`config.mk`:
```
export PLATFORM = sky130hd
export DESIGN_NAME = angle_abz_core
export DESIGN_NICKNAME = d
export VERILOG_FILES = /design/src/common/angle_abz_pkg.sv /design/src/hdl/angle_abz_core.sv /design/src/hdl/field_flag_cmp.sv /design/src/hdl/serial_reg_port.sv
export SDC_FILE = /design/constraint.sdc
export NUM_CORES = 1
export LEC_CHECK = 0
export ABC_CLOCK_PERIOD_IN_PS = 37000
export BUFFER_PORTS_ARGS = -buffer_cell sky130_fd_sc_hd__buf_2
export CORE_ASPECT_RATIO = 1.1
export CORE_MARGIN = 5
export CORE_UTILIZATION = 42
export CTS_CLUSTER_DIAMETER = 40
export DETAILED_ROUTE_END_ITERATION = 12
export HOLD_SLACK_MARGIN = 0.06
export PLACE_DENSITY = 0.57
export SETUP_SLACK_MARGIN = 0.3
export SLEW_MARGIN = 20
export SYNTH_ARGS = -nofsm -noshare
export SYNTH_HDL_FRONTEND = slang
export SYNTH_SLANG_ARGS = --single-unit
```
`constraint.sdc`:
```
create_clock -name clk_sys -period 37 [get_ports clk_sys]
set_input_delay 9.25 -clock clk_sys [delete_from_list [all_inputs] [get_ports clk_sys]]
set_output_delay 9.25 -clock clk_sys [all_outputs]
set_load 0.1 [all_outputs]
```
`src/common/angle_abz_pkg.sv`:
```
/*
  Shared constants for the angle sensor output logic: register offsets,
  field positions, reset values, serial commands and timing figures.
  Assumes a 250 MHz system clock and a 5-bit address space of 8-bit registers.
*/
package angle_abz_pkg;
  // Register offsets on the serial port.
  localparam logic [4:0] ADDR_BCT    = 5'h03;
  localparam logic [4:0] ADDR_SHAPE  = 5'h04;
  localparam logic [4:0] ADDR_PHIGH  = 5'h05;
  localparam logic [4:0] ADDR_THRESH = 5'h06;
  localparam logic [4:0] ADDR_TRIM   = 5'h09;
  localparam logic [4:0] ADDR_FILTER = 5'h0e;
  localparam logic [4:0] ADDR_STATUS = 5'h1b;
  // Reset values.
  localparam logic [7:0] RST_BCT    = 8'h00;
  localparam logic [7:0] RST_SHAPE  = 8'hc0;
  localparam logic [7:0] RST_PHIGH  = 8'hff;
  localparam logic [7:0] RST_THRESH = 8'h1c;
  localparam logic [7:0] RST_TRIM   = 8'h00;
  localparam logic [7:0] RST_FILTER = 8'h77;
  // Field positions.
  localparam int PLOW_LSB  = 6;
  localparam int SHAPE_LSB = 2;
  localparam int LOWT_LSB  = 5;
  localparam int HIGHT_LSB = 2;
  localparam int STAT_HIGH = 7;
  localparam int STAT_LOW  = 6;
  localparam int TRIM_X    = 0;
  localparam int TRIM_Y    = 1;
  // Serial commands and frame length.
  localparam logic [2:0] CMD_READ   = 3'h2;
  localparam logic [2:0] CMD_WRITE  = 3'h4;
  localparam int         FRAME_BITS = 16;
  // Field thresholds and hysteresis in mT.
  localparam logic [7:0] HYST_MT = 8'h06;
  // Filter window codes and time constant.
  localparam logic [7:0] FW_MIN     = 8'h33;
  localparam logic [7:0] FW_STEP    = 8'h11;
  localparam logic [3:0] FW_LAST    = 4'h8;
  localparam logic [14:0] TAU_MIN_US = 15'h0040;
  // Clock rates in MHz; the ABZ update rate sets the least edge spacing.
  localparam int CLK_MHZ = 250;
  localparam int ABZ_MHZ = 16;

  // Rising-field trip level for a 3-bit threshold code.
  function automatic logic [7:0] thr_rise(input logic [2:0] code);
    case (code)
      3'h0: thr_rise = 8'h1a;
      3'h1: thr_rise = 8'h29;
      3'h2: thr_rise = 8'h38;
      3'h3: thr_rise = 8'h46;
      3'h4: thr_rise = 8'h54;
      3'h5: thr_rise = 8'h62;
      3'h6: thr_rise = 8'h70;
      default: thr_rise = 8'h7e;
    endcase
  endfunction : thr_rise

  // Falling-field trip level lies the hysteresis below the rising one.
  function automatic logic [7:0] thr_fall(input logic [2:0] code);
    thr_fall = thr_rise(code) - HYST_MT;
  endfunction : thr_fall

  // Start-up time in microseconds per filter step (0.5 ms to 264 ms).
  function automatic logic [18:0] startup_us(input logic [3:0] idx);
    case (idx)
      4'h0: startup_us = 19'h0_01f4;
      4'h1: startup_us = 19'h0_044c;
      4'h2: startup_us = 19'h0_09c4;
      4'h3: startup_us = 19'h0_157c;
      4'h4: startup_us = 19'h0_2ee0;
      4'h5: startup_us = 19'h0_6590;
      4'h6: startup_us = 19'h0_dea8;
      4'h7: startup_us = 19'h1_e078;
      default: startup_us = 19'h4_0740;
    endcase
  endfunction : startup_us
endpackage : angle_abz_pkg

```
`src/hdl/angle_abz_core.sv`:
```
/*
  Output and configuration logic of a contactless angle sensor: register
  file behind the serial port, quadrature and index generation, field flags,
  filter window selection, start-up timing and axis bias-trim enables.
  Assumes angle and field_mt come from the front end, synchronous to clk_sys.
*/
`timescale 1ns/1ps
`default_nettype none
// Operation
// - X trim enable set applies bias reduction to X Hall element, else off.
// - Y trim enable set applies bias reduction to Y Hall element, else off.
// - Both enables set reduce both axes equally, no side-shaft correction.
// - Low flag below low threshold, high flag above high threshold.
// - Both flags switch with about 6 mT hysteresis.
// - Thresholds: low in bits 7..5, high in bits 4..2 of register 6.
// - Codes map monotonically from 26/20 mT up to 126/120 mT.
// - Low code above high code is accepted unchanged.
// - Status register 27: high flag bit 7, low flag bit 6.
// - High flag also drives a dedicated output pin continuously.
// - Status contents return in the following frame, not the same one.
// - Filter code 51 gives 64 us, doubling per step to code 187.
// - Start-up time grows with filter window, 0.5 ms to 264 ms.
// - Quadrature outputs emulate a 12-bit incremental encoder.
// - B is shifted a quarter A period from A.
// - A gives pulse code plus one pulses per turn, four edges each.
// - Pulse code resets to 1023.
// - Pulse code low two bits in 0x4 bits 7..6, upper eight in 0x5.
// - Index pulses once per turn at zero, shaped by 4-bit field in 0x4.
// - Default shape: index rises with B falling, lasts half a pulse.
// - Quadrature and index state recomputed at 16 MHz.
module angle_abz_core #(
  parameter int CYCLES_PER_US = angle_abz_pkg::CLK_MHZ
) (
  input  wire logic        clk_sys,
  input  wire logic        reset,
  input  wire logic        sclk,
  input  wire logic        cs_n,
  input  wire logic        mosi,
  output logic             miso,
  output logic             miso_oe_n,
  input  wire logic [15:0] angle,
  input  wire logic [7:0]  field_mt,
  output logic             quad_a,
  output logic             quad_b,
  output logic             index_z,
  output logic             field_high_pin,
  output logic [7:0]       x_trim_amount,
  output logic [7:0]       y_trim_amount,
  output logic [7:0]       filter_window_code,
  output logic [14:0]      filter_tau_us,
  output logic             output_valid
);
  // Register file.
  logic [7:0] bct_q, shape_q, phigh_q, thresh_q, trim_q, filt_q;
  logic [7:0] bct_d, shape_d, phigh_d, thresh_d, trim_d, filt_d;
  logic       rx_valid;
  logic [2:0] rx_cmd;
  logic [4:0] rx_addr;
  logic [7:0] rx_data;
  logic [7:0] rdata;
  logic       field_low_flag, field_high_flag;
  logic [9:0] pulse_count_code;
  logic [3:0] index_shape_code;
  logic [2:0] low_field_threshold, high_field_threshold;
  logic       x_axis_trim_en, y_axis_trim_en;

  serial_reg_port u_port (
    .clk_sys   (clk_sys),
    .reset     (reset),
    .sclk      (sclk),
    .cs_n      (cs_n),
    .mosi      (mosi),
    .miso      (miso),
    .miso_oe_n (miso_oe_n),
    .rx_valid  (rx_valid),
    .rx_cmd    (rx_cmd),
    .rx_addr   (rx_addr),
    .rx_data   (rx_data),
    .tx_data   (rdata)
  );

  assign pulse_count_code     = {phigh_q, shape_q[angle_abz_pkg::PLOW_LSB +: 2]};
  assign index_shape_code     = shape_q[angle_abz_pkg::SHAPE_LSB +: 4];
  assign low_field_threshold  = thresh_q[angle_abz_pkg::LOWT_LSB +: 3];
  assign high_field_threshold = thresh_q[angle_abz_pkg::HIGHT_LSB +: 3];
  assign x_axis_trim_en       = trim_q[angle_abz_pkg::TRIM_X];
  assign y_axis_trim_en       = trim_q[angle_abz_pkg::TRIM_Y];

  // Read mux; unused addresses and unused status bits read as zero.
  always_comb begin
    rdata = 8'h00;
    case (rx_addr)
      angle_abz_pkg::ADDR_BCT:    rdata = bct_q;
      angle_abz_pkg::ADDR_SHAPE:  rdata = shape_q;
      angle_abz_pkg::ADDR_PHIGH:  rdata = phigh_q;
      angle_abz_pkg::ADDR_THRESH: rdata = thresh_q;
      angle_abz_pkg::ADDR_TRIM:   rdata = trim_q;
      angle_abz_pkg::ADDR_FILTER: rdata = filt_q;
      angle_abz_pkg::ADDR_STATUS: begin
        rdata[angle_abz_pkg::STAT_HIGH] = field_high_flag;
        rdata[angle_abz_pkg::STAT_LOW]  = field_low_flag;
      end
      default: rdata = 8'h00;
    endcase
  end

  // Writes store as given; no cross-check between the two threshold codes.
  always_comb begin
    bct_d    = bct_q;
    shape_d  = shape_q;
    phigh_d  = phigh_q;
    thresh_d = thresh_q;
    trim_d   = trim_q;
    filt_d   = filt_q;
    if (rx_valid && rx_cmd == angle_abz_pkg::CMD_WRITE) begin
      case (rx_addr)
        angle_abz_pkg::ADDR_BCT:    bct_d = rx_data;
        angle_abz_pkg::ADDR_SHAPE:  shape_d = rx_data;
        angle_abz_pkg::ADDR_PHIGH:  phigh_d = rx_data;
        angle_abz_pkg::ADDR_THRESH: thresh_d = rx_data;
        angle_abz_pkg::ADDR_TRIM:   trim_d = rx_data;
        angle_abz_pkg::ADDR_FILTER: filt_d = rx_data;
        default: ;
      endcase
    end
  end

  always_ff @(posedge clk_sys) begin
    if (reset) begin
      bct_q    <= angle_abz_pkg::RST_BCT;
      shape_q  <= angle_abz_pkg::RST_SHAPE;
      phigh_q  <= angle_abz_pkg::RST_PHIGH;
      thresh_q <= angle_abz_pkg::RST_THRESH;
      trim_q   <= angle_abz_pkg::RST_TRIM;
      filt_q   <= angle_abz_pkg::RST_FILTER;
    end else begin
      bct_q    <= bct_d;
      shape_q  <= shape_d;
      phigh_q  <= phigh_d;
      thresh_q <= thresh_d;
      trim_q   <= trim_d;
      filt_q   <= filt_d;
    end
  end

  // Field flags; the high flag feeds the pin straight from its flop.
  field_flag_cmp #(.ABOVE(1'b0)) u_low (
    .clk_sys  (clk_sys),
    .reset    (reset),
    .field_mt (field_mt),
    .code     (low_field_threshold),
    .flag_q   (field_low_flag)
  );
  field_flag_cmp #(.ABOVE(1'b1)) u_high (
    .clk_sys  (clk_sys),
    .reset    (reset),
    .field_mt (field_mt),
    .code     (high_field_threshold),
    .flag_q   (field_high_flag)
  );
  assign field_high_pin = field_high_flag;

  // Trim: each enable gates the same amount, so both set means equal cut.
  logic [7:0] xtrim_d, ytrim_d;
  always_comb begin
    xtrim_d = x_axis_trim_en ? bct_q : 8'h00;
    ytrim_d = y_axis_trim_en ? bct_q : 8'h00;
  end

  // Filter window: step index from the code, clamped to the table.
  logic [3:0]  fw_idx;
  logic [7:0]  fw_off;
  logic [14:0] tau_d;
  always_comb begin
    fw_off = (filt_q > angle_abz_pkg::FW_MIN) ? filt_q - angle_abz_pkg::FW_MIN : 8'h00;
    fw_idx = 4'(fw_off / angle_abz_pkg::FW_STEP);
    if (fw_idx > angle_abz_pkg::FW_LAST) fw_idx = angle_abz_pkg::FW_LAST;
    tau_d = angle_abz_pkg::TAU_MIN_US << fw_idx;
  end

  // Start-up timer in microseconds; the table is picked by the live window.
  logic [7:0]  us_div_q, us_div_d;
  logic [18:0] us_cnt_q, us_cnt_d;
  logic        valid_d;
  always_comb begin
    us_div_d = us_div_q + 8'h01;
    us_cnt_d = us_cnt_q;
    if (us_div_q == 8'(CYCLES_PER_US - 1)) begin
      us_div_d = 8'h00;
      if (!output_valid) us_cnt_d = us_cnt_q + 19'h0_0001;
    end
    valid_d = output_valid || (us_cnt_q >= angle_abz_pkg::startup_us(fw_idx));
  end

  always_ff @(posedge clk_sys) begin
    if (reset) begin
      x_trim_amount      <= 8'h00;
      y_trim_amount      <= 8'h00;
      filter_window_code <= angle_abz_pkg::RST_FILTER;
      filter_tau_us      <= 15'h0000;
      us_div_q           <= 8'h00;
      us_cnt_q           <= 19'h0_0000;
      output_valid       <= 1'b0;
    end else begin
      x_trim_amount      <= xtrim_d;
      y_trim_amount      <= ytrim_d;
      filter_window_code <= filt_q;
      filter_tau_us      <= tau_d;
      us_div_q           <= us_div_d;
      us_cnt_q           <= us_cnt_d;
      output_valid       <= valid_d;
    end
  end

  // Quadrature edge position of an angle for a given pulse code.
  function automatic logic [11:0] edge_of(input logic [15:0] ang, input logic [9:0] code);
    logic [12:0] edges;
    logic [28:0] prod;
    edges   = (13'(code) + 13'h0001) << 2;
    prod    = 29'(ang) * 29'(edges);
    edge_of = prod[27:16];
  endfunction : edge_of

  // Update tick at the ABZ rate by a fractional accumulator.
  localparam logic [7:0] ACC_ADD = 8'(angle_abz_pkg::ABZ_MHZ);
  localparam logic [7:0] ACC_MOD = 8'(angle_abz_pkg::CLK_MHZ);
  // The sum is one bit wider so that a carry past 255 is never lost.
  logic [7:0] acc_q, acc_d;
  logic [8:0] acc_sum;
  logic       tick;
  always_comb begin
    acc_sum = {1'b0, acc_q} + {1'b0, ACC_ADD};
    tick    = (acc_sum >= {1'b0, ACC_MOD});
    acc_d   = tick ? 8'(acc_sum - {1'b0, ACC_MOD}) : acc_sum[7:0];
  end

  // Edge tracker: one edge per tick toward the target, the short way round.
  // Config takes effect only on a tick, so outputs move on update instants.
  logic [9:0]  ppt_act_q, ppt_act_d;
  logic [3:0]  shp_act_q, shp_act_d;
  logic [11:0] pos_q, pos_d, tgt;
  logic [12:0] edges, diff, zpos, zwid;
  logic        a_d, b_d, z_d;
  always_comb begin
    ppt_act_d = ppt_act_q;
    shp_act_d = shp_act_q;
    pos_d     = pos_q;
    edges     = {ppt_act_q + 10'h001 == 10'h000, ppt_act_q + 10'h001, 2'b00};
    tgt       = edge_of(angle, ppt_act_q);
    diff      = (tgt >= pos_q) ? 13'(tgt) - 13'(pos_q) : 13'(tgt) + edges - 13'(pos_q);
    if (tick) begin
      if (pulse_count_code != ppt_act_q || index_shape_code != shp_act_q) begin
        ppt_act_d = pulse_count_code;
        shp_act_d = index_shape_code;
        pos_d     = edge_of(angle, pulse_count_code);
      end else if (diff != 13'h0000) begin
        if (diff <= (edges >> 1)) pos_d = (13'(pos_q) + 13'h0001 == edges) ? 12'h000 : pos_q + 12'h001;
        else pos_d = (pos_q == 12'h000) ? 12'(edges - 13'h0001) : pos_q - 12'h001;
      end
    end
    // Gray phase: B falls entering phase 0, B leads A by a quarter period.
    a_d = (pos_d[1:0] == 2'h0) || (pos_d[1:0] == 2'h3);
    b_d = pos_d[1];
    // Shape code: low bits shift the start back by edges, high bits set width.
    zpos = 13'(pos_d) + 13'(shp_act_d[1:0]);
    if (zpos >= edges) zpos = zpos - edges;
    case (shp_act_d[3:2])
      2'h0: zwid = 13'h0002;
      2'h1: zwid = 13'h0001;
      2'h2: zwid = 13'h0003;
      default: zwid = 13'h0004;
    endcase
    z_d = (zpos < zwid);
    if (!tick) begin
      a_d = quad_a;
      b_d = quad_b;
      z_d = index_z;
    end
  end

  always_ff @(posedge clk_sys) begin
    if (reset) begin
      acc_q     <= 8'h00;
      ppt_act_q <= {angle_abz_pkg::RST_PHIGH, angle_abz_pkg::RST_SHAPE[7:6]};
      shp_act_q <= angle_abz_pkg::RST_SHAPE[5:2];
      pos_q     <= 12'h000;
      quad_a    <= 1'b1;
      quad_b    <= 1'b0;
      index_z   <= 1'b1;
    end else begin
      acc_q     <= acc_d;
      ppt_act_q <= ppt_act_d;
      shp_act_q <= shp_act_d;
      pos_q     <= pos_d;
      quad_a    <= a_d;
      quad_b    <= b_d;
      index_z   <= z_d;
    end
  end
endmodule : angle_abz_core
`default_nettype wire

```
`src/hdl/field_flag_cmp.sv`:
```
/*
  One field flag with hysteresis against a 3-bit threshold code.
  Assumes the field strength arrives in mT, synchronous to clk_sys.
*/
`timescale 1ns/1ps
`default_nettype none
module field_flag_cmp #(
  parameter bit ABOVE = 1'b1
) (
  input  wire logic       clk_sys,
  input  wire logic       reset,
  input  wire logic [7:0] field_mt,
  input  wire logic [2:0] code,
  output logic            flag_q
);
  logic       flag_d;
  logic [7:0] rise;
  logic [7:0] fall;

  // Trip on one side of the band and release only past the other side.
  always_comb begin
    rise   = angle_abz_pkg::thr_rise(code);
    fall   = angle_abz_pkg::thr_fall(code);
    flag_d = flag_q;
    if (ABOVE) begin
      if (field_mt > rise) flag_d = 1'b1;
      else if (field_mt < fall) flag_d = 1'b0;
    end else begin
      if (field_mt < fall) flag_d = 1'b1;
      else if (field_mt > rise) flag_d = 1'b0;
    end
  end

  always_ff @(posedge clk_sys) begin
    if (reset) flag_q <= 1'b0;
    else flag_q <= flag_d;
  end
endmodule : field_flag_cmp
`default_nettype wire

```
`src/hdl/serial_reg_port.sv`:
```
/*
  Serial register port: 16-bit frames of command, address and value.
  Assumes sclk, cs_n and mosi are synchronous to clk_sys; mode 0 timing.
*/
`timescale 1ns/1ps
`default_nettype none
module serial_reg_port (
  input  wire logic       clk_sys,
  input  wire logic       reset,
  input  wire logic       sclk,
  input  wire logic       cs_n,
  input  wire logic       mosi,
  output logic            miso,
  output logic            miso_oe_n,
  output logic            rx_valid,
  output logic [2:0]      rx_cmd,
  output logic [4:0]      rx_addr,
  output logic [7:0]      rx_data,
  input  wire logic [7:0] tx_data
);
  logic        sclk_q, sclk_d;
  logic [15:0] rx_q, rx_d;
  logic [15:0] tx_q, tx_d;
  logic [15:0] resp_q, resp_d;
  logic [4:0]  cnt_q, cnt_d;
  logic        done;

  // Shift on the sampled sclk edges; a read answer waits for the next frame.
  always_comb begin
    sclk_d = sclk;
    rx_d   = rx_q;
    tx_d   = tx_q;
    cnt_d  = cnt_q;
    resp_d = resp_q;
    done   = 1'b0;
    if (cs_n) begin
      cnt_d = 5'h00;
      tx_d  = resp_q;
    end else if (sclk && !sclk_q) begin
      rx_d  = {rx_q[14:0], mosi};
      cnt_d = cnt_q + 5'h01;
      done  = (cnt_q == 5'(angle_abz_pkg::FRAME_BITS - 1));
    end else if (!sclk && sclk_q) begin
      tx_d = {tx_q[14:0], 1'b0};
    end
    if (rx_valid) resp_d = {tx_data, 8'h00};
  end

  always_ff @(posedge clk_sys) begin
    if (reset) begin
      sclk_q   <= 1'b0;
      rx_q     <= 16'h0000;
      tx_q     <= 16'h0000;
      resp_q   <= 16'h0000;
      cnt_q    <= 5'h00;
      rx_valid <= 1'b0;
    end else begin
      sclk_q   <= sclk_d;
      rx_q     <= rx_d;
      tx_q     <= tx_d;
      resp_q   <= resp_d;
      cnt_q    <= cnt_d;
      rx_valid <= done;
    end
  end

  assign rx_cmd    = rx_q[15:13];
  assign rx_addr   = rx_q[12:8];
  assign rx_data   = rx_q[7:0];
  assign miso      = tx_q[15];
  assign miso_oe_n = cs_n;
endmodule : serial_reg_port
`default_nettype wire

```
# Word-level counts from Yosys, hierarchy flattened
# Memories as Yosys holds them, arrays and structs flattened.
# Cells that the tools add are included.
# classes
bitwise_logic	5
shift	1
addsub	20
n_div	1
magnitude_cmp	12
n_mul	2
n_reduce_logical	33
n_eq_ne	29
muxes	26
# op_table
op	count
$pmux 7 s7	2
$mux 12	6
$mul 16x11->26	2
$mux 16	3
$pmux 6 s6	1
$mux 13	2
$sub 12x1->12 const B	2
$add 10x1->11 const B	2
$eq 3x3->1 const B	7
$reduce_and 2->1	10
$add 19x1->19 const B	1
$ge 19x19->1	1
$mux 19	1
$gt 8x7->1	2
$lt 8x8->1	2
$mux 8	2
$sub 7x3->8 const B	2
$eq 5x3->1 const B	3
$eq 5x4->1 const B	3
$shl 7x4->15 const A	1
$pmux 2 s7	1
$add 12x1->13 const B	1
$add 12x13->13	1
$add 12x2->13	1
other kinds (44)	70
# word_totals
mem_bits_ro	120
n_memories	1
register_bits	201
word_cells	158
# mem_list
memory	depth	width	read_ports	rd_ports_with_merged_regs	wr	line_no	source
(no name shown)	8	15	1	0	0	angle_abz_pkg.sv:67	case (idx)

# Longest topological paths before layout
# Gate-level depths: netlist of run 1.
# depth
word_depth	14
depth_mapped	72
ltp_nobuf	69

# Hierarchy
# A second synthesis of run 1 with hierarchy kept.
# unflattened
cells_unflattened	2905
hier_area_um2	24295.8
# modules_own_cells
mod	area_each_um2	n_inst	cells_each
angle_abz_core	21551.9	1	2599
serial_reg_port	1639.1	1	170
field_flag_cmp (u_high)	575.6	1	66
field_flag_cmp (u_low)	529.3	1	70

# Worst setup path after synthesis of run 1
# No wires, ideal clock.
# synth_path
kind	input -> register
start	input angle[1]
end	register index_z
path_stages	65
setup_time_ps	127
t_required_ps	36873
arrival_time_ps	22056
n_path_buf	4
path_slack_ps	14816
cell_sequence	clkbuf_1 clkbuf_1 nand2_1 fa_1 fa_1 inv_1 fa_1 fa_1 inv_1 fa_1 inv_1 ha_1 o21a_1 o21a_1 nand4_1 o21ai_0 nor4_1 or4_1 (+29 left out) ha_1 nor2b_1 o21ai_0 a21boi_0 o21ai_0 a21boi_0 o21ai_0 a21boi_0 o21a_1 o21ai_0 nand2_1 a21oi_1 mux2i_1 ha_1 a21oi_1 o211a_1 a221oi_1 o21ai_1
# synth_between
elab_chain_len	13
# synth_lines
item	line_no	source
start, declared	angle_abz_core.sv:41	input wire logic [15:0] angle,
$mul 16x11->26	angle_abz_core.sv:220	prod = 29'(ang) * 29'(edges);
$add 12x13->13	angle_abz_core.sv:250	diff = (tgt >= pos_q) ? 13'(tgt) - 13'(pos_q) : 13'(tgt) + edges - 13'(pos_q);
$sub 13x12->13	angle_abz_core.sv:250	
$mux 13	angle_abz_core.sv:250	
$le 13x12->1	angle_abz_core.sv:257	if (diff <= (edges >> 1)) pos_d = (13'(pos_q) + 13'h0001 == edges) ? 12'h000 : pos_q + 12'h001;
$mux 12	angle_abz_core.sv:257	
$mux 12	angle_abz_core.sv:256	end else if (diff != 13'h0000) begin
$mux 12 (*)	angle_abz_core.sv:252	if (pulse_count_code != ppt_act_q || index_shape_code != shp_act_q) begin
$mux 12 (*)	angle_abz_core.sv:251	if (tick) begin
net pos_d[1]	angle_abz_core.sv:241	logic [11:0] pos_q, pos_d, tgt;
$add 12x2->13 (*)	angle_abz_core.sv:265	zpos = 13'(pos_d) + 13'(shp_act_d[1:0]);
$sub 13x13->13 or $ge 13x13->1 (tied branches)	angle_abz_core.sv:266	if (zpos >= edges) zpos = zpos - edges;
$mux 13 (*)	angle_abz_core.sv:266	
$lt 13x13->1 (*)	angle_abz_core.sv:273	z_d = (zpos < zwid);
end signal, assigned	angle_abz_core.sv:297	index_z <= z_d;
end, declared	angle_abz_core.sv:45	output logic index_z,
# Mark *: on every way through the listed nets, which the timed path passes. The rest lies on a longest branch.
# A chain may end at the register's enable or synchronous reset.

# Worst setup path in the final report of run 1
# layout_path
start	input angle[2]
end	register index_z
# The elaborated chain is that of the path after synthesis.

==> results of run 1 <==
[state kept, by name, indices dropped and copies added (netlist names), 8 cells and up]
signal	cells
us_cnt_q	19
u_port.rx_q	16
pos_q	12
ppt_act_q	10
filter_tau_us	9
bct_q	8
filt_q	8
filter_window_code	8
phigh_q	8
shape_q	8
thresh_q	8
trim_q	8
u_port.resp_q	8
u_port.tx_q	8
us_div_q	8
x_trim_amount	8
y_trim_amount	8
[power groups by stage]
stage | sequential [uW] | combinational (uW) | clock, uW
3_3_place_gp | 207 | 76.1 | 0
3_5_place_dp | 207 | 77.8 | 0
6_report | 202 | 78.6 | 198
4_1_cts | 202 | 78.3 | 203
5_1_grt | 202 | 87.0 | 211
2_1_floorplan | 207 | 58.7 | 0
[critical path: cells and delay by family]
kind	cells	cell delay (ns)
AO/OA/AOI/OAI	31	6.21
XOR/XNOR	2	0.40
adder cells (fa/ha/maj)	11	3.76
buffers and inverters	4	0.52
multiplexers	1	0.22
AND/OR/NAND/NOR	16	3.43
[final timing paths]
kind | slack, ns | to
worst max-delay path | 13.52 | index_z
worst min-delay path | 0.46 | trim_q[4]
worst max register to register | 20.89 | index_z
worst min register to register | 0.46 | trim_q[4]
[synth_stat cells, types with 9 or more instances]
library cell  instances
xor2_1               66
nand2b_1             43
nand2_1             419
buf_2                11
clkbuf_1            134
a21o_1               28
o21bai_1             10
mux2i_1              35
and3_1               21
or2_2                16
a31oi_1              15
o21ai_0              63
o22ai_1              10
fa_1                260
nand4_1              28
ha_1                236
or3_1                19
and2_1              119
inv_1               358
a21oi_1             133
nor3_1               34
a211oi_1             15
nand3_1              68
o21a_1               19
dfxtp_1             186
nor2_1              179
xnor2_1              99
nor2b_1              94
nor4_1               11
a21boi_0              9
nand3b_1             27
[cell families after synthesis]
kind of cell | synth area share (%)
compound gates | 10.8
xor+xnor | 6.39
fa+ha+maj | 34.2
buf+inv | 8.37
flops | 15.6
mux | 1.66
other cells | 0.0315
simple gates | 22.8
[layer usage]
layer	share of wire, %	global-route usage, %	wire length (um)	vias up
met2	50	36.6	31600	410
met1	44	26.9	28000	9678
met5	0	0	0	-
met3	3.4	1.86	2160	106
met4	3.0	6.62	1940	0
li1	-	-	-	9356
[metrics by stage]
stage	util (%)	instances	setup WS [ns]
global route	45.2	3634	12.08
global placement	44.0	3603	13.57
finish	45.2	3634	13.52
CTS	45.2	3634	13.59
detailed placement	44.0	3603	13.18
floorplan	-	2919	14.82
[final cells by class]
cell class	instances	area [um2]	share of cell area [%]
inverter	362	1360	5.36
tap	744	931	3.67
clock inverter	13	204	0.804
multi-input combinational	2215	18200	71.6
clock buffer	18	439	1.73
timing repair buffer	96	553	2.18
sequential	186	3720	14.7
==> out/metrics.cfg, run 1 <==
[run_status]
outcome = complete, no violations

[floorplanning]
ioPinCount = 75
fp.dieW_um = 237
dieArea_um2 = 61600
initial_core_util_pct = 42.4
die_y_um = 260
core_area_um2 = 56100
rows = 91

[cells_and_area]
drive_gt1_share_pct = 5.95
final_area_um2 = 25400
most-common-layout-cells = 419 x nand2_1, 358 x inv_1, 260 x fa_1, 236 x ha_1, 186 x dfxtp_1
nets = 3403
fillers = 5542
area_delta_synth_final_pct = 6.47
final_common_cell = nand2_1
num_antenna_cells = 0

[job]
drv_cap = 0

[timing]
rsz0062_at_grt = false
finalCriticalPeriod_ns = 23.48
final_max_slew_viol_count = 0
setup_tns_ns = 0
period_share_pct = 63.4
finClkSkew_ns = 0.00918
max_clock_freq_mhz = 42.6
hold_viol = 0
hold_slack_ns = 0.458
finalSetupViolCount = 0
slew_headroom_pct = 28.1
worst_pin_slew_ns = 1.08

[route]
via_count = 19600
drc = 0
vias_per_cell = 5.38
post_drt_wl_per_cell_um = 17.5
drtIter0Drc = 1243
dr.pass1.iters = 6
wirelength_um = 63700
ant_nets = 0

[place]
place_area_um2 = 24700
port_buffers = 68
dp_hpwl_um = 50100
place.gp.congestion = 0.914

[critical_path]
reg2reg_depth = 66
cp-end-kind = flop
crit_start = angle[2]
start_kind = input port
cp_slowest_stage_delay_ns = 0.77
path_max_fanout = 22
required_ns = 37.37
critical_path_class = input port to flop
timing.rr.start = ppt_act_q[1]
arrival_ns = 23.84
cpMostUsedCell = ha_1
crit_slowest_cell = nor2_1

[hold_path]
hold_depth = 2
worstHoldStart = trim_q[4]
hp-class = flop to flop

[grt]
antenna_found_initial = 0
grt_pass1_vias = 20300
grt_usage_pct = 20.7
grt_overflow = 0
grt_pass1_wl_um = 105000
grt_max_degree = 81

[clock_network]
postCtsHoldBufs = 0
cts_buffers = 17
h-tree-depth = 4
cts-root-buf = clkbuf_16
clkLatencyLatePin_ns = 0.44
cts_sinks = 186
post-cts-setup-buffers = 0
cts_resized = 0
tritoncts = done
cts_max_path_buffers = 2
clkTransAtPathRegs_ns = 0.08

[power]
power_uw = 479
p_clk_share_pct = 41.4
switching_share_pct = 28.7
vdd_drop_max_mv = 0.0342
sequentialPowerShare_pct = 42.2
cellLeakagePower_uw = 0.0118
p_sw_uw = 137
powerDensity_nw_per_um2 = 18.9
combPwrFrac_pct = 16.4
p_int_uw = 341

[synthesis]
syn_inst = 2913
yosys_warnings = 0
ys_types = 93
ys.flop_type = dfxtp_1
yosysSeqAreaShare_pct = 15.6
synth_top_area_share_pct = 21.9
ys_ff_latch = 186
syn_area_um2 = 23800
synthArstFlopShare_pct = 0
synth_area_leaders = fa_1 22%, dfxtp_1 16%, ha_1 12%
yosys.area.top_type = fa_1
synth_edf_count = 0
avgSynthCellArea_um2 = 8.18

No activity file was read; power rests on OpenSTA's default activity.
==> inputs of run 2 (changes only) <==
--- a/config.mk
+++ b/config.mk
@@ -5,7 +5,7 @@
 export SDC_FILE = /design/constraint.sdc
 export NUM_CORES = 1
 export LEC_CHECK = 0
-export ABC_CLOCK_PERIOD_IN_PS = 37000
+export ABC_CLOCK_PERIOD_IN_PS = 22600
 export BUFFER_PORTS_ARGS = -buffer_cell sky130_fd_sc_hd__buf_2
 export CORE_ASPECT_RATIO = 1.1
 export CORE_MARGIN = 5
==> constraint.sdc (replaced) <==
create_clock -name clk_sys -period 22.6 [get_ports clk_sys]
set_input_delay 5.65 -clock clk_sys [delete_from_list [all_inputs] [get_ports clk_sys]]
set_output_delay 5.65 -clock clk_sys [all_outputs]
set_load 0.1 [all_outputs]
==> run 2 against run 1 <==
Against the previous run:
- die area unchanged
- first-iteration DRC count down 22%
- global-route usage up 0.11 points
- power up 58%
- highest routed layer unchanged
- sequential cell count unchanged
- via count down 0.57%
- combinational power up 64%
- non-clock buffer count up 1
- hold slack better by 0.0039 ns
- sequential share of layout area about the same
- register-to-register slack worse by 14 ns
==> out/metrics.cfg, run 2 (same netlist as run 1, synthesis figures left out) <==
[run_status]
outcome = complete, no violations

[cells_and_area]
reg_top3 = us_cnt_q: 19 flops, u_port.rx_q: 16 flops, pos_q: 12 flops
largest_reg_flops = 19  ; unchanged
area_delta_synth_final_pct = 6.30
nets = 3404  ; +0.029%
num_antenna_cells = 0  ; unchanged
finalNonFillerCells = 3636  ; +0.055%
drive_gt1_share_pct = 6.02  ; +0.065 points
most-common-layout-cells = 419 x nand2_1, 358 x inv_1, 260 x fa_1, 236 x ha_1, 186 x dfxtp_1
largest_register = us_cnt_q
final_common_cell = nand2_1

[critical_path]
arrival_ns = 20.18  ; -3.66 ns
crit_slowest_cell = nor2_1
cp_slowest_stage_delay_ns = 0.75  ; -0.02 ns
path_max_fanout = 22  ; unchanged
critical_path_class = input port to flop
timing.rr.start = ppt_act_q[1]
crit_start = angle[6]
start_kind = input port
required_ns = 22.92  ; -14.45 ns
cp-end-kind = flop

[route]
drtIter0Drc = 973  ; -22%
post_drt_wl_per_cell_um = 17.5  ; -0.17%
vias_per_cell = 5.35  ; -0.62%
via_count = 19400  ; -0.57%
dr.pass1.iters = 5  ; -1
drc = 0  ; unchanged
ant_nets = 0  ; unchanged
wirelength_um = 63600  ; -0.11%

[clock_network]
h-tree-depth = 4  ; unchanged
tritoncts = done
cts_sinks = 186  ; unchanged
postCtsHoldBufs = 0  ; unchanged
clkLatencyLatePin_ns = 0.45  ; about the same
cts_max_path_buffers = 2  ; unchanged
cts_resized = 0  ; unchanged
clkTransAtPathRegs_ns = 0.07  ; about the same
cts-root-buf = clkbuf_16
cts_buffers = 17  ; unchanged
post-cts-setup-buffers = 0  ; unchanged

[place]
port_buffers = 68  ; unchanged
dp_hpwl_um = 50500  ; +0.71%
dp.cells = 3604  ; +0.028%
place.gp.congestion = 0.911  ; -0.30%

[power]
powerDensity_nw_per_um2 = 29.9  ; +58%
cellLeakagePower_uw = 0.0118  ; -0.22%
vdd_drop_max_mv = 0.0567  ; +66%

[floorplanning]
rows = 91  ; unchanged
initial_core_util_pct = 42.4  ; unchanged
ioPinCount = 75  ; unchanged
die_y_um = 260  ; unchanged
core_area_um2 = 56100  ; unchanged
dieArea_um2 = 61600  ; unchanged
fp.dieW_um = 237  ; unchanged

[timing]
finClkSkew_ns = 0.0135  ; +0.00427 ns
final_max_slew_viol_count = 0  ; unchanged
hold_slack_ns = 0.462  ; +0.00392 ns
slew_headroom_pct = 32.4  ; +4.3 points
worst_pin_slew_ns = 1.01  ; -0.0623 ns
max_clock_freq_mhz = 50.4
period_share_pct = 87.9
hold_viol = 0  ; unchanged
finalSetupViolCount = 0  ; unchanged
finalCriticalPeriod_ns = 19.86
setup_tns_ns = 0  ; unchanged
rsz0062_at_grt = false

[grt]
grt_overflow = 0  ; unchanged
grt_pass1_wl_um = 106000  ; +0.81%
grt_pass1_vias = 20400  ; +0.76%
grt_usage_pct = 20.8  ; +0.11 points
antenna_found_initial = 0  ; unchanged
grt_max_degree = 81  ; unchanged

[hold_path]
hp-class = flop to flop
worstHoldStart = trim_q[4]

[job]
drv_cap = 0  ; unchanged

run 2: changes by cell type in the layout (fill, tap and decap cells not counted):
| cell | previous run | this run |
|---|---|---|
| bufinv_16 | 3 | 0 |
| inv_12 | 0 | 2 |
| inv_8 | 5 | 1 |
| clkinv_4 | 0 | 1 |
| inv_6 | 2 | 6 |
| clkbuf_8 | 1 | 0 |
| buf_4 | 29 | 30 |
| clkinv_8 | 2 | 3 |
| clkinvlp_4 | 1 | 2 |
run 2: cell type report:
type | instances | area (um2)
clock buffer | 17 | 425
clock inverter | 15 | 169
fill | 5601 | 30800
inverter | 362 | 1360
multi-input combinational | 2215 | 18200
sequential | 186 | 3720
tap | 744 | 931
timing repair buffer | 97 | 561
run 2: critical path, delay by kind of cell:
kind / cells / cell delay (ns)
xor gates and xnor gates: 3 / 0.62
AOI/OAI and AO/OA: 27 / 5.19
muxes: 1 / 0.13
and+or+nand+nor: 16 / 3.68
buffers and inverters: 4 / 0.53
adders and majority gates: 11 / 4.34
run 2: through the flow:
step,power [uW],cell area [um2],setup slack [ns],util (%)
4_1_cts,766,25300,2.72,45.1
2_1_floorplan,436,23800,4.02,-
6_report,757,25300,2.74,45.1
3_5_place_dp,466,24700,2.28,44.0
3_3_place_gp,463,24700,2.77,44.0
5_1_grt,797,25300,1.11,45.1
run 2: final timing paths:
path	endpoint	depth (start not counted)	slack, ns
hold / removal	trim_q[4]	2	0.46
setup reg to reg	index_z	66	6.52
hold reg to reg	trim_q[4]	2	0.46
setup / recovery	index_z	62	2.74
run 2: per-layer routing:
metal	up-vias	GRT usage, %	routed length, um
met5	-	0	0
met4	0	6.54	1800
met3	92	2.03	2070
met2	392	36.4	31500
met1	9598	27.2	28200
li1	9357	-	-
run 2: where the power goes:
group	switching (uW)	internal, uW	leakage [uW]
logic	81.6	46.9	0.00998
clock network	149	149	0.000282
registers	1.70	329	0.00150
total	232	525	0.0118
